## src/inc/dsos_map.svh

```systemverilog
// Register offsets, field positions, reset values, function codes and timing for the output selector
`ifndef DSOS_MAP_SVH
`define DSOS_MAP_SVH

// ----------------------------------------------------------------
// Register offsets (word index on the plain register port)
// ----------------------------------------------------------------
`define DSOS_REG_SEL0        8'h00
`define DSOS_REG_SEL5        8'h05
`define DSOS_REG_FAULT_MASK  8'h06
`define DSOS_REG_POLARITY    8'h07
`define DSOS_REG_GEN_ON      8'h08
`define DSOS_REG_GEN_OFF     8'h09
`define DSOS_REG_FAULT_ON    8'h0a
`define DSOS_REG_FAULT_OFF   8'h0b
`define DSOS_REG_FOLLOW_ON   8'h0c
`define DSOS_REG_FOLLOW_OFF  8'h0d
`define DSOS_REG_APP_MODE    8'h0e
`define DSOS_REG_CTRL_MODE   8'h0f
`define DSOS_REG_ZS_THR      8'h10
`define DSOS_REG_ZS_WIN      8'h11
`define DSOS_REG_TQ_THR      8'h12
`define DSOS_REG_TQ_WIN      8'h13
`define DSOS_REG_IN_SEL      8'h14
`define DSOS_REG_STATUS      8'h15

// ----------------------------------------------------------------
// Field positions and reset values
// ----------------------------------------------------------------
`define DSOS_IN_SEL_TIMER_LSB 0
`define DSOS_IN_SEL_XCHG_LSB  4
`define DSOS_ST_FAULT_BIT     8
`define DSOS_ST_TIMER_BIT     9
`define DSOS_RST_SEL_RELAY1   6'h1d
`define DSOS_RST_SEL_RELAY2   6'h0e
`define DSOS_RST_SEL_COLL     6'h01
`define DSOS_RST_FAULT_MASK   3'h2
`define DSOS_RST_ZS_THR       16'h00c8
`define DSOS_RST_ZS_WIN       16'h0064
`define DSOS_RST_TQ_THR       16'h03e8
`define DSOS_RST_TQ_WIN       16'h0032
`define DSOS_APP_TRAVERSE     3'h1
`define DSOS_APP_MMC          3'h3
`define DSOS_CTRL_SENSORLESS  3'h3
`define DSOS_CTRL_VECTOR      3'h4

// ----------------------------------------------------------------
// Output function codes
// ----------------------------------------------------------------
`define DSOS_FN_OVERHEAT   6'h0c
`define DSOS_FN_CMD_LOSS   6'h0d
`define DSOS_FN_RUN        6'h0e
`define DSOS_FN_STOP       6'h0f
`define DSOS_FN_STEADY     6'h10
`define DSOS_FN_LINE_DRV   6'h11
`define DSOS_FN_LINE_MAINS 6'h12
`define DSOS_FN_SPD_SRCH   6'h13
`define DSOS_FN_STEP       6'h14
`define DSOS_FN_SEQ        6'h15
`define DSOS_FN_READY      6'h16
`define DSOS_FN_TRAVERSE_ACCEL_FLAG    6'h17
`define DSOS_FN_TRV_DEC    6'h18
`define DSOS_FN_MMC        6'h19
`define DSOS_FN_ZSPD       6'h1a
`define DSOS_FN_TORQUE     6'h1b
`define DSOS_FN_TIMER      6'h1c
`define DSOS_FN_FAULT      6'h1d
`define DSOS_FN_ENC_TUNE   6'h20
`define DSOS_FN_ENC_DIR    6'h21

// ----------------------------------------------------------------
// Timing: delay tick length and core clock rate
// ----------------------------------------------------------------
`define DSOS_TICK_MS  10
`define DSOS_CLK_KHZ  200000

`endif

```

## src/inc/dsos_pkg.sv

```systemverilog
// Types shared by the drive status output selector
package dsos_pkg;

	typedef logic [5:0]  dsos_code_type;  // Output function code
	typedef logic [15:0] dsos_time_type;  // Delay in 10 ms ticks

	// Drive conditions presented by the drive core
	typedef struct packed {
		logic        overheat;
		logic        cmd_loss;
		logic        run_cmd;
		logic        volt_out;
		logic        dc_brake;
		logic        steady;
		logic        line_drive;
		logic        line_mains;
		logic        speed_search;
		logic        step_pulse;
		logic        seq_pulse;
		logic        healthy;
		logic        traverse_accel_flag;
		logic        trv_dec;
		logic [2:0]  mmc_req;
		logic        autotune;
		logic        enc_board;
		logic        enc_fb_sel;
		logic        enc_dir_err;
		logic        flt_undervolt;
		logic        flt_other;
		logic        flt_restart;
		logic [15:0] speed;
		logic [15:0] torque;
	} dsos_drive_type;

	// Register bus request
	typedef struct packed {
		logic        wr;
		logic        rd;
		logic [7:0]  addr;
		logic [31:0] wdata;
	} dsos_bus_type;

	// Module state apart from the reset and fault-reset first-stage flops
	typedef struct packed {
		dsos_code_type [5:0] sel_q;
		logic [2:0]          fmask_q;
		logic [5:0]          pol_q;
		dsos_time_type [5:0] dly_q;
		logic [2:0]          app_q;
		logic [2:0]          ctrl_q;
		logic [15:0]         zs_thr_q;
		logic [15:0]         zs_win_q;
		logic [15:0]         tq_thr_q;
		logic [15:0]         tq_win_q;
		logic [2:0]          tsel_q;
		logic [2:0]          xsel_q;
		logic [7:0]          din_m_q;
		logic [7:0]          din_s_q;
		logic [1:0]          frst_q;
		logic                zs_q;
		logic                tq_q;
		logic                flt_q;
		logic [31:0]         tick_q;
		logic [6:0]          filt_q;
		dsos_time_type [6:0] cnt_q;
		logic [5:0]          do_q;
		logic                xchg_q;
		logic [31:0]         rdata_q;
	} dsos_state_type;

endpackage

```

## src/dsos_top.sv

```systemverilog
// Drive status output selector: per-output function decode, delays, fault reporting and polarity
//
// Operation
// - Overheat code follows fan overheat condition.
// - Command-loss code flags lost reference or command.
// - Running code on under voltage, not braking.
// - Stopped code: run off and no voltage.
// - Steady code flags constant motor speed.
// - Two codes give bypass drive/mains selection.
// - Speed-search code active during search.
// - Step and cycle pulses of auto-sequence.
// - Ready code: healthy, idle, awaiting run.
// - Traverse accel and decel reached codes.
// - Multi-motor code only with application three.
// - Zero-speed flag under vector control, hysteresis.
// - Low-torque flag under sensorless/vector, hysteresis.
// - Timer code follows input with delays.
// - Encoder-tune warning: board or feedback missing.
// - Encoder-direction warning during auto-tuning.
// - Fault code active on drive fault.
// - Three-bit mask selects reported fault classes.
// - Fault on-delay; off-delay after reset input.
// - Extension card relays may report faults too.
// - General delays apply except fault outputs.
// - Per-output polarity bit: normally open/closed.
`timescale 1ns/1ps
`include "dsos_map.svh"

module dsos_top #(
	parameter int unsigned P_TICK_CYC = `DSOS_TICK_MS * `DSOS_CLK_KHZ  // Core cycles per delay tick
) (
	input  wire logic                 i_core_clk,
	input  wire logic                 i_arst_n,
	input  wire logic                 i_clk_en,
	input  wire dsos_pkg::dsos_bus_type   i_bus,
	input  wire dsos_pkg::dsos_drive_type i_drive,
	input  wire logic                 i_ext_card,
	input  wire logic [7:0]           i_din,
	input  wire logic                 i_fault_reset,
	output logic [31:0]               o_rdata,
	output logic [5:0]                o_do,
	output logic                      o_xchg_req
);
	import dsos_pkg::*;

	// ----------------------------------------------------------------
	// Reset release synchroniser
	// ----------------------------------------------------------------
	logic [1:0]     rst_sync_q;  // Two-stage release
	logic           rst_n;       // Synchronised reset
	dsos_state_type st_q;        // Registered state
	dsos_state_type st_d;        // Next state

	// Synchronous release keeps all flops leaving reset together
	// Assertion stays immediate so outputs drop at once
	// Reset asserts at once and releases after two edges
	always_ff @(posedge i_core_clk or negedge i_arst_n) begin
		if (!i_arst_n) begin
			rst_sync_q <= 2'h0;
		end else begin
			rst_sync_q <= {rst_sync_q[0], 1'b1};
		end
	end
	assign rst_n = rst_sync_q[1];

	// ----------------------------------------------------------------
	// Combinational helpers
	// ----------------------------------------------------------------
	logic        tick;         // One-cycle 10 ms tick
	logic        timer_in;     // Selected timer input
	logic        flt_event;    // Masked fault present
	logic        frst_edge;    // Fault reset rising edge
	logic        running;      // Drive producing voltage under run
	logic [6:0]  raw;          // Undelayed channel conditions
	logic [5:0]  is_fault;     // Output carries fault code
	logic [31:0] zs_hi;        // Zero-speed release level
	logic [31:0] tq_hi;        // Low-torque release level

	// One struct holds all state but the reset and fault-reset first-stage flops; this process has no memory
	// It only computes the copy that the state register takes
	// Next state: bus, synchronisers, flags, function decode and delays
	always_comb begin
		dsos_time_type dly_on;
		dsos_time_type dly_off;
		dsos_time_type dly;
		logic          fn;
		dly_on    = '0;
		dly_off   = '0;
		dly       = '0;
		fn        = 1'b0;
		st_d      = st_q;
		tick      = (st_q.tick_q == P_TICK_CYC - 1);
		running   = i_drive.run_cmd & i_drive.volt_out;
		timer_in  = st_q.din_s_q[st_q.tsel_q];
		frst_edge = st_q.frst_q[0] & ~st_q.frst_q[1];
		zs_hi     = 32'(st_q.zs_thr_q) + 32'(st_q.zs_win_q);
		tq_hi     = 32'(st_q.tq_thr_q) + 32'(st_q.tq_win_q);
		raw       = '0;
		is_fault  = '0;

		// The first stage may go metastable; only the second is read
		// Input pins pass two flip-flops before use
		st_d.din_m_q = i_din;
		st_d.din_s_q = st_q.din_m_q;
		st_d.frst_q  = {st_q.frst_q[0], st_d.frst_q[0]};

		// One shared divider keeps all channels on one 10 ms grid
		// A delay of N ticks ends within one tick of N x 10 ms
		// Tick divider for all delay counters
		st_d.tick_q = tick ? 32'h0 : st_q.tick_q + 32'h1;

		// A class with its mask bit clear never reaches the latch
		// Fault classes gated by mask: bit0 undervolt, bit1 other, bit2 restart
		flt_event = (st_q.fmask_q[0] & i_drive.flt_undervolt)
			| (st_q.fmask_q[1] & i_drive.flt_other)
			| (st_q.fmask_q[2] & i_drive.flt_restart);

		// The latch keeps a brief fault visible until reset
		// A fault in the reset cycle keeps the latch set
		// Fault latch: a new fault wins over a reset in the same cycle
		if (flt_event) begin
			st_d.flt_q = 1'b1;
		end else if (frst_edge) begin
			st_d.flt_q = 1'b0;
		end

		// The window gives hysteresis against speed noise
		// Clear only at or above threshold plus window
		// Zero-speed flag with release window, vector control, while running
		if (st_q.ctrl_q != `DSOS_CTRL_VECTOR || !running) begin
			st_d.zs_q = 1'b0;
		end else if (i_drive.speed < st_q.zs_thr_q) begin
			st_d.zs_q = 1'b1;
		end else if (32'(i_drive.speed) >= zs_hi) begin
			st_d.zs_q = 1'b0;
		end

		// Same hysteresis scheme as the zero-speed flag
		// Low-torque flag with release window, sensorless or vector
		if (st_q.ctrl_q != `DSOS_CTRL_SENSORLESS && st_q.ctrl_q != `DSOS_CTRL_VECTOR) begin
			st_d.tq_q = 1'b0;
		end else if (i_drive.torque < st_q.tq_thr_q) begin
			st_d.tq_q = 1'b1;
		end else if (32'(i_drive.torque) >= tq_hi) begin
			st_d.tq_q = 1'b0;
		end

		// Level only; outside sequence logic does the changeover
		// Exchange request from the selected digital input
		st_d.xchg_q = st_q.din_s_q[st_q.xsel_q];

		// One code may drive several outputs at once
		// Codes outside the list fall to the default branch
		// Per-output function decode
		for (int k = 0; k < 6; k++) begin
			case (st_q.sel_q[k])
				`DSOS_FN_OVERHEAT:   fn = i_drive.overheat;
				`DSOS_FN_CMD_LOSS:   fn = i_drive.cmd_loss;
				`DSOS_FN_RUN:        fn = running & ~i_drive.dc_brake;
				`DSOS_FN_STOP:       fn = ~i_drive.run_cmd & ~i_drive.volt_out;
				`DSOS_FN_STEADY:     fn = i_drive.steady;
				`DSOS_FN_LINE_DRV:   fn = i_drive.line_drive;
				`DSOS_FN_LINE_MAINS: fn = i_drive.line_mains;
				`DSOS_FN_SPD_SRCH:   fn = i_drive.speed_search;
				`DSOS_FN_STEP:       fn = i_drive.step_pulse;
				`DSOS_FN_SEQ:        fn = i_drive.seq_pulse;
				`DSOS_FN_READY:      fn = i_drive.healthy & ~i_drive.run_cmd & ~i_drive.volt_out;
				// Traverse flags only in traverse application
				`DSOS_FN_TRAVERSE_ACCEL_FLAG:    fn = (st_q.app_q == `DSOS_APP_TRAVERSE) & i_drive.traverse_accel_flag;
				`DSOS_FN_TRV_DEC:    fn = (st_q.app_q == `DSOS_APP_TRAVERSE) & i_drive.trv_dec;
				// Multi-motor only on the three base outputs
				`DSOS_FN_MMC:        fn = (k < 3) && (st_q.app_q == `DSOS_APP_MMC)
					&& i_drive.mmc_req[k % 3];
				`DSOS_FN_ZSPD:       fn = st_q.zs_q;
				`DSOS_FN_TORQUE:     fn = st_q.tq_q;
				`DSOS_FN_TIMER:      fn = st_q.filt_q[6];
				`DSOS_FN_FAULT: begin
					fn          = st_q.flt_q;
					is_fault[k] = 1'b1;
				end
				`DSOS_FN_ENC_TUNE:   fn = i_drive.autotune
					& (~i_drive.enc_board | ~i_drive.enc_fb_sel);
				`DSOS_FN_ENC_DIR:    fn = i_drive.autotune & i_drive.enc_board
					& i_drive.enc_fb_sel & i_drive.enc_dir_err;
				default:             fn = 1'b0;
			endcase
			// Extension relays only exist with the card fitted
			raw[k] = (k < 3) ? fn : (fn & i_ext_card);
		end
		// Follower channel takes the synchronised input directly
		raw[6] = timer_in;

		// A timer output passes follow delays, then general delays
		// Fault outputs use their own pair of delays
		// Delay channels: six outputs and the timer follower
		for (int c = 0; c < 7; c++) begin
			if (c == 6) begin
				dly_on  = st_q.dly_q[4];
				dly_off = st_q.dly_q[5];
			end else if (is_fault[c]) begin
				dly_on  = st_q.dly_q[2];
				dly_off = st_q.dly_q[3];
			end else begin
				dly_on  = st_q.dly_q[0];
				dly_off = st_q.dly_q[1];
			end
			// The delay towards the new level applies
			dly = raw[c] ? dly_on : dly_off;
			if (raw[c] == st_q.filt_q[c]) begin
				// Condition matches output: any pending count restarts
				st_d.cnt_q[c] = '0;
			end else if (dly == '0 || (tick && st_q.cnt_q[c] >= dly - 16'h1)) begin
				// Delay expired: take the new level
				st_d.filt_q[c] = raw[c];
				st_d.cnt_q[c]  = '0;
			end else if (tick) begin
				st_d.cnt_q[c] = st_q.cnt_q[c] + 16'h1;
			end
		end

		// Polarity last, so a closed contact idles high
		// Output stage with polarity; absent extension relays stay off
		for (int k = 0; k < 6; k++) begin
			st_d.do_q[k] = (k >= 3 && !i_ext_card) ? 1'b0
				: (st_q.filt_q[k] ^ st_q.pol_q[k]);
		end

		// Unmapped words and the status word ignore writes
		// A write lands at the edge that samples its strobe
		// Register writes
		if (i_bus.wr) begin
			if (i_bus.addr <= `DSOS_REG_SEL5) begin
				st_d.sel_q[i_bus.addr[2:0]] = i_bus.wdata[5:0];
			end else if (i_bus.addr == `DSOS_REG_FAULT_MASK) begin
				st_d.fmask_q = i_bus.wdata[2:0];
			end else if (i_bus.addr == `DSOS_REG_POLARITY) begin
				st_d.pol_q = i_bus.wdata[5:0];
			end else if (i_bus.addr >= `DSOS_REG_GEN_ON && i_bus.addr <= `DSOS_REG_FOLLOW_OFF) begin
				st_d.dly_q[3'(i_bus.addr - `DSOS_REG_GEN_ON)] = i_bus.wdata[15:0];
			end else if (i_bus.addr == `DSOS_REG_APP_MODE) begin
				st_d.app_q = i_bus.wdata[2:0];
			end else if (i_bus.addr == `DSOS_REG_CTRL_MODE) begin
				st_d.ctrl_q = i_bus.wdata[2:0];
			end else if (i_bus.addr == `DSOS_REG_ZS_THR) begin
				st_d.zs_thr_q = i_bus.wdata[15:0];
			end else if (i_bus.addr == `DSOS_REG_ZS_WIN) begin
				st_d.zs_win_q = i_bus.wdata[15:0];
			end else if (i_bus.addr == `DSOS_REG_TQ_THR) begin
				st_d.tq_thr_q = i_bus.wdata[15:0];
			end else if (i_bus.addr == `DSOS_REG_TQ_WIN) begin
				st_d.tq_win_q = i_bus.wdata[15:0];
			end else if (i_bus.addr == `DSOS_REG_IN_SEL) begin
				st_d.tsel_q = i_bus.wdata[`DSOS_IN_SEL_TIMER_LSB +: 3];
				st_d.xsel_q = i_bus.wdata[`DSOS_IN_SEL_XCHG_LSB +: 3];
			end
		end

		// Unmapped words read as zero
		// Register reads: data stands in the following cycle only
		st_d.rdata_q = 32'h0;
		if (i_bus.rd) begin
			if (i_bus.addr <= `DSOS_REG_SEL5) begin
				st_d.rdata_q = {26'h0, st_q.sel_q[i_bus.addr[2:0]]};
			end else if (i_bus.addr == `DSOS_REG_FAULT_MASK) begin
				st_d.rdata_q = {29'h0, st_q.fmask_q};
			end else if (i_bus.addr == `DSOS_REG_POLARITY) begin
				st_d.rdata_q = {26'h0, st_q.pol_q};
			end else if (i_bus.addr >= `DSOS_REG_GEN_ON && i_bus.addr <= `DSOS_REG_FOLLOW_OFF) begin
				st_d.rdata_q = {16'h0, st_q.dly_q[3'(i_bus.addr - `DSOS_REG_GEN_ON)]};
			end else if (i_bus.addr == `DSOS_REG_APP_MODE) begin
				st_d.rdata_q = {29'h0, st_q.app_q};
			end else if (i_bus.addr == `DSOS_REG_CTRL_MODE) begin
				st_d.rdata_q = {29'h0, st_q.ctrl_q};
			end else if (i_bus.addr == `DSOS_REG_ZS_THR) begin
				st_d.rdata_q = {16'h0, st_q.zs_thr_q};
			end else if (i_bus.addr == `DSOS_REG_ZS_WIN) begin
				st_d.rdata_q = {16'h0, st_q.zs_win_q};
			end else if (i_bus.addr == `DSOS_REG_TQ_THR) begin
				st_d.rdata_q = {16'h0, st_q.tq_thr_q};
			end else if (i_bus.addr == `DSOS_REG_TQ_WIN) begin
				st_d.rdata_q = {16'h0, st_q.tq_win_q};
			end else if (i_bus.addr == `DSOS_REG_IN_SEL) begin
				st_d.rdata_q = {25'h0, st_q.xsel_q, 1'b0, st_q.tsel_q};
			end else if (i_bus.addr == `DSOS_REG_STATUS) begin
				// Live output levels, fault latch and timer follower
				st_d.rdata_q = {22'h0, st_q.filt_q[6], st_q.flt_q, 2'h0, st_q.do_q};
			end
		end
	end

	// Fault reset pin first stage; second stage and edge use frst_q[1:0]
	logic frst_m_q;  // Fault reset first synchroniser stage

	// Only this flop sees the raw pin; the rest is in the struct
	// First synchroniser stage for the fault reset pin
	always_ff @(posedge i_core_clk or negedge rst_n) begin
		if (!rst_n) begin
			frst_m_q <= 1'b0;
		end else if (i_clk_en) begin
			frst_m_q <= i_fault_reset;
		end
	end

	// ----------------------------------------------------------------
	// State register
	// ----------------------------------------------------------------
	dsos_state_type st_n;  // State with synchroniser stage inserted

	// Feed the fault reset second stage from its first stage only
	always_comb begin
		st_n           = st_d;
		st_n.frst_q[0] = frst_m_q;
	end

	// Relay one resets to the fault code, relay two to running
	// Collector select, fault mask and detector levels take map values; the rest starts cleared
	// Registers the state struct; clock enable low freezes it
	always_ff @(posedge i_core_clk or negedge rst_n) begin
		if (!rst_n) begin
			st_q          <= '0;
			st_q.sel_q[0] <= `DSOS_RST_SEL_RELAY1;
			st_q.sel_q[1] <= `DSOS_RST_SEL_RELAY2;
			st_q.sel_q[2] <= `DSOS_RST_SEL_COLL;
			st_q.fmask_q  <= `DSOS_RST_FAULT_MASK;
			st_q.zs_thr_q <= `DSOS_RST_ZS_THR;
			st_q.zs_win_q <= `DSOS_RST_ZS_WIN;
			st_q.tq_thr_q <= `DSOS_RST_TQ_THR;
			st_q.tq_win_q <= `DSOS_RST_TQ_WIN;
		end else if (i_clk_en) begin
			st_q <= st_n;
		end
	end

	// ----------------------------------------------------------------
	// Outputs straight from state flip-flops
	// ----------------------------------------------------------------
	// No logic between these flip-flops and the pins
	assign o_rdata    = st_q.rdata_q;
	assign o_do       = st_q.do_q;
	assign o_xchg_req = st_q.xchg_q;

endmodule // dsos_top

```

## config.mk

```make
export PLATFORM = sky130hd
export DESIGN_NAME = dsos_top
export DESIGN_NICKNAME = d
export VERILOG_FILES = /design/src/inc/dsos_pkg.sv /design/src/dsos_top.sv
export VERILOG_INCLUDE_DIRS = /design/src /design/src/inc
export SDC_FILE = /design/constraint.sdc
export NUM_CORES = 1
export LEC_CHECK = 0
export ABC_AREA = 1
export BUFFER_PORTS_ARGS = -buffer_cell sky130_fd_sc_hd__buf_2
export CAP_MARGIN = 40
export CORE_UTILIZATION = 51
export CTS_BUF_LIST = sky130_fd_sc_hd__clkbuf_4
export DETAILED_ROUTE_END_ITERATION = 12
export PLACE_DENSITY = 0.71
export SLEW_MARGIN = 20
export SYNTH_ARGS = -nofsm -noshare
export SYNTH_HDL_FRONTEND = slang
export SYNTH_SLANG_ARGS = --single-unit
```

## constraint.sdc

```tcl
create_clock -name i_core_clk -period 12.01 [get_ports i_core_clk]
set_clock_uncertainty 0.15 [all_clocks]
set_input_delay 3.603 -clock i_core_clk [delete_from_list [all_inputs] [get_ports i_core_clk]]
set_output_delay 3.603 -clock i_core_clk [all_outputs]
set_load 0.01 [all_outputs]
```

==> qor.txt, run 1 <==
CP dominant cell by count = nand2_1
Rel. slew slack = 0.3014
Port-buffer cells = 117
final worst slack = 3.532 ns
Critical Path RT = 12.66 ns
setup TNS = 0 ns
Final nets = 5419
Async S/R FF share, synth = 1.000
htree depth = 3
crit path time final = 8.478 ns
Final Util = 0.5604
GRT Max-Usage Layer = met2
postcts setup bufs = 0
DP HPWL = 80.54 mm
#FFs+latches synth = 415
Crit-path slowest cell = o21ai_0
met2 global-route usage = 0.5050
die span in y = 261.5 µm
number of max-cap violations = 0
end of the worst register-to-register path = st_q[118]
synth top area cells = dfrtp_1 (28%), nand2_1 (14%), o21ai_0 (8.1%), ha_1 (8.1%), inv_1 (5.7%)
CP peak stage delay = 0.61 ns
CP Class = in -> reg
Worst Setup Start Kind = primary input
hold_ws = 0.2159 ns
Syn-to-layout area delta = 8.059%
period utilization = 0.7059
routability cong. = 1.001
Pwr Density = 96.67 nW/µm²
Crit path arrival time = 9.12 ns
vias per cell = 5.631
Post-CTS Resized = 0
Cell Area, Synth = 34340 µm²
Max Root-Sink Buffers = 3
vias = 34042
number of global-route vias before repair = 31255
first-pass GRT wire length = 170.4 mm
Leakage Power = 0.01854 µW
origin of the critical flop-to-flop path = st_q[421]
total grt overflow = 0
Synth cell types = 59
drt drc = 0
met3 usage = 0.05536
num ports = 150
Worst-Skew Late Latency = 1.02 ns
CP Capture Type = register
Die Width = 261.5 µm
synthesized area per cell = 6.831 µm²
Starting Density = 0.5186
Clock Root Buffer = clkbuf_4
Clock Sinks = 415
Total GRT Usage = 0.3168
worst setup path endpoint = st_q[90]
row count = 94
dpl ws = 2.299 ns
FF-to-FF setup slack = 5.65 ns
Yosys top cell area share = 0.2849
largest net degree at the start of global routing = 169
hold_buf cts = 0
Worst Path Max Fanout = 28
Synth Instances = 5027
layout cells sized above 1 = 0.1045
Antenna Violating Nets Remaining = 0
core box area = 66220 µm²
path depth of the worst reg2reg path = 30
Min-Delay Path Class = reg -> reg
Max VDD drop = 0.08521 mV
total number of yosys warnings = 0
Starting DRT DRC Count = 3154
most frequent cells in the layout = nand2_1 (1312), o21ai_0 (558), inv_1 (523)
Initial DRT Pass Iterations = 6
RSZ-0062 raised after global routing = no
status = completed
CTS tree = done
initial antenna violation count = 5
WL final = 108.5 mm
wire per inst = 17.95 µm
met1 track demand over resource = 0.4137
area leader, netlist = dfrtp_1
CTS Buf Count = 116
Final Hold Vio Count = 0
leading cell type in the layout, fill and taps excluded = nand2_1
CP Launch Point = i_drive[53]
Final Max Slew Viols = 0
register area share after synthesis = 0.3033
setup violators final = 0
Worst Tran Pin Value = 1.048 ns
die area = 68380 µm²
Clock Pin Slew Worst Setup and Hold Paths = 0.07 ns
Achievable Freq = 117.9 MHz
Hold Path Stages = 0
Post-synth EDFFs = 0
Synth Flop Type = dfrtp_1
Yosys cell counts, types with 4 or more instances:
library cell,instances
buf_6,14
o221ai_1,13
nand3_2,7
nor2_1,328
nand2_1,1314
xnor2_1,52
a21o_1,10
buf_1,19
o31ai_1,12
nand2_2,28
ha_1,221
a221oi_1,4
nand3b_1,13
a21oi_1,202
nor3_1,98
o21ai_0,558
clkbuf_1,117
dfrtp_1,391
nor4_1,16
nand3_1,273
o21ai_2,31
a211oi_1,9
dfstp_2,24
a31oi_1,11
nor2_4,6
a22oi_1,7
xor2_1,184
nand4_1,185
buf_2,44
nand2_4,6
nor2_2,28
o21bai_1,6
nor3b_1,5
inv_1,523
buf_4,46
o22ai_1,45
and2_1,6
inv_2,34
or2_2,5
clkinv_1,7
o21a_1,5
o211ai_1,15
o21ai_1,80
worst min-delay path by stage:
stage                        from            end  slack (ns)
CTS                 rst_sync_q[0]  rst_sync_q[1]        0.22
detailed placement  rst_sync_q[0]  rst_sync_q[1]        0.20
finish              rst_sync_q[0]  rst_sync_q[1]        0.22
floorplan           rst_sync_q[0]  rst_sync_q[1]        0.18
global route        rst_sync_q[0]  rst_sync_q[1]        0.24
global placement    rst_sync_q[0]  rst_sync_q[1]        0.18
metrics by stage:
stage / std cells / area (µm²) / total power, µW
global route: 6044 / 37110 / 3788
global placement: 5804 / 35020 / 2178
floorplan: 5042 / 34400 / 2006
CTS: 6034 / 36990 / 3613
finish: 6045 / 37110 / 3587
detailed placement: 5826 / 35420 / 2203
flip-flops by register name, indices dropped and copies added, names as in the netlist:
register and flops:
st_q 380, o_do 6, o_xchg_req 1, rst_sync_q 2, frst_m_q 1, o_rdata 16
st_d 9
layer usage:
metal / up-vias / share of wire
met2: 1347 / 0.45
met1: 15561 / 0.42
met5: - / 0.00017
li1: 16825 / -
met3: 307 / 0.078
met4: 2 / 0.051
cell type report:
type                       count  area [µm²]
antenna                        6       15.01
clock buffer                 177        1329
clock inverter                31       241.5
fill                        6557       29110
inverter                     564        2117
multi-input combinational   3821       20630
sequential                   415       10420
tap                          864        1081
timing repair buffer         167        1271
power by group:
part	switching (µW)	total, µW	internal (µW)	leakage [µW]
sequential	64.6	1510	1450	0.00557
combinational	453	678	226	0.0120
clock	676	1400	723	0.000933
critical path: cells and delay by family:
| family | cells | cell delay, ns |
|---|---|---|
| buffers and inverters | 3 | 0.41 |
| AND/OR/NAND/NOR | 20 | 3.62 |
| adder cells (fa/ha/maj) | 2 | 0.55 |
| XOR/XNOR | 1 | 0.15 |
| AO/OA/AOI/OAI | 3 | 0.76 |
kinds of logic after synthesis:
| kind of cell | after synthesis | share of synthesized area |
|---|---|---|
| flops | 415 | 0.3033 |
| compound gates | 1018 | 0.1614 |
| fa+ha+maj | 223 | 0.08169 |
| xor+xnor | 236 | 0.06019 |
| other cells | 2 | 0.0002187 |
| simple gates | 2327 | 0.2953 |
| buf+inv | 806 | 0.09786 |
(Power assumes the default switching activity.)
==> run 2, diff against run 1 <==
Settings changed: PLACE_DENSITY 0.71 to 0.68.
Clock period 12.01 ns to 8.1 ns, I/O delays scaled along.
==> qor.txt, run 2 (synthesized netlist as in run 1, its figures left out) <==
Clock Root Buffer = clkbuf_4
vias = 34052 (+0.029%)
Final Hold Vio Count = 0 (unchanged)
Achievable Freq = 155.3 MHz
Antenna Violating Nets Remaining = 0 (unchanged)
core box area = 66220 µm² (unchanged)
leading cell type in the layout, fill and taps excluded = nand2_1
Die Width = 261.5 µm (unchanged)
Leakage Power = 0.01857 µW (+0.17%)
status = completed
CP Capture Type = register
Initial DRT Pass Iterations = 7 (+1)
final worst slack = 1.661 ns (-1.871 ns)
fill cell count = 6576 (+0.29%)
largest net degree at the start of global routing = 165 (-2.4%)
CP dominant cell by count = nand2_1
Register Area = 10420 µm² (unchanged)
Starting DRT DRC Count = 2961 (-6.1%)
Pwr Density = 141.1 nW/µm² (+46%)
CP peak stage delay = 0.51 ns (-0.10 ns)
Worst-Skew Late Latency = 0.95 ns (-0.07 ns)
hold_buf cts = 0 (unchanged)
first-pass GRT wire length = 173.0 mm (+1.5%)
crit path time final = 6.439 ns
most frequent cells in the layout = nand2_1 (1312), o21ai_0 (558), inv_1 (523)
Final Max Slew Viols = 0 (unchanged)
Crit-path slowest cell = o21ai_0
Min-Delay Path Class = reg -> async
setup violators final = 0 (unchanged)
dpl ws = 0.7758 ns (-1.523 ns)
Post-CTS Resized = 0 (unchanged)
total grt overflow = 0 (unchanged)
setup TNS = 0 ns (unchanged)
row count = 94 (unchanged)
CP Class = in -> reg
DP HPWL = 82.02 mm (+1.8%)
layout cells sized above 1 = 0.1065 (+0.001977)
die area = 68380 µm² (unchanged)
die span in y = 261.5 µm (unchanged)
area occupied by multi-input gates = 20630 µm² (unchanged)
Total GRT Usage = 0.3229 (+0.006029)
htree depth = 3 (unchanged)
largest reg by FF count = st_q
Max VDD drop = 0.1052 mV (+23%)
drt drc = 0 (unchanged)
number of global-route vias before repair = 31124 (-0.42%)
number of max-cap violations = 0 (unchanged)
WL final = 109.9 mm (+1.3%)
vias per cell = 5.613 (-0.33%)
Starting Density = 0.5186 (unchanged)
Port-buffer cells = 117 (unchanged)
WP buf/inv = 3 (unchanged)
routability cong. = 0.9799 (-2.1%)
initial antenna violation count = 4 (-1)
CTS Buf Count = 117 (+0.86%)
Final nets = 5440 (+0.39%)
Worst Tran Pin Value = 0.9761 ns (-0.07174 ns)
Rel. slew slack = 0.3492 (+0.04783)
period utilization = 0.7950
postcts setup bufs = 0 (unchanged)
CP top delay family = simple AND/OR/NAND/NOR gates
number of flip-flops in the largest register = 380 (unchanged)
num ports = 150 (unchanged)
Worst Path Max Fanout = 15 (-46%)
Clock Pin Slew Worst Setup and Hold Paths = 0.07 ns (about the same)
CTS tree = done
Clock Sinks = 415 (unchanged)
Max Root-Sink Buffers = 3 (unchanged)
RSZ-0062 raised after global routing = no
Worst Setup Start Kind = primary input
Crit path arrival time = 7.04 ns (-2.08 ns)
Syn-to-layout area delta = 8.114% (about the same)
Critical Path RT = 8.70 ns (-3.96 ns)
FF-to-FF setup slack = 2.73 ns (-2.92 ns)
wire per inst = 18.12 µm (+0.94%)
run 2: cell types whose count changed in the layout (fill, tap and decap cells not counted), sizes merged:
cell	before	now
clkbuf	177	172
clkinv	33	45
bufinv	2	0
buf	167	187
diode	6	2
inv	560	561
run 2: per-stage QoR:
step	instances	hold slack (ns)	area, µm²	util	total power [µW]
finish	6067	0.07664	37130	0.5607	5239
global route	6066	0.1003	37120	0.5607	5536
CTS	6064	0.08518	37120	0.5605	5292
detailed placement	5850	0.09283	35610	0.5377	3281
global placement	5829	0.1837	35260	0.5325	3248
floorplan	5042	0.1811	34400	-	2974
run 2: power breakdown:
part	internal (µW)	switching (µW)
combinational	337	679
sequential	2140	92.0
clock	986	1000
run 2: area by class of cell:
type,count,share of cell area
Inverter,564,0.05702
Clock inverter,42,0.005898
Multi-Input combinational cell,3821,0.5558
Sequential cell,415,0.2806
Clock buffer,172,0.03478
Antenna cell,2,0.0001348
Timing Repair Buffer,187,0.03663
Tap cell,864,0.02912
run 2: path summary, 6_finish.rpt:
check | startpoint | endpoint | cells after the start
setup / recovery | i_drive[53] | st_q[154] | 29
hold / removal | rst_sync_q[1] | st_d[202] | 0
setup reg to reg | st_q[214] | st_q[150] | 24
hold reg to reg | rst_sync_q[1] | st_d[202] | 0
max in group asynchronous | rst_sync_q[1] | st_q[41] | 2
min in group i_core_clk | rst_sync_q[0] | rst_sync_q[1] | 0
run 2: per-layer routing:
layer  GRT usage  share of wire
met4      0.1400          0.046
met1      0.4281           0.42
met3     0.05439          0.077
met2      0.5181           0.45
met5           0        0.00025
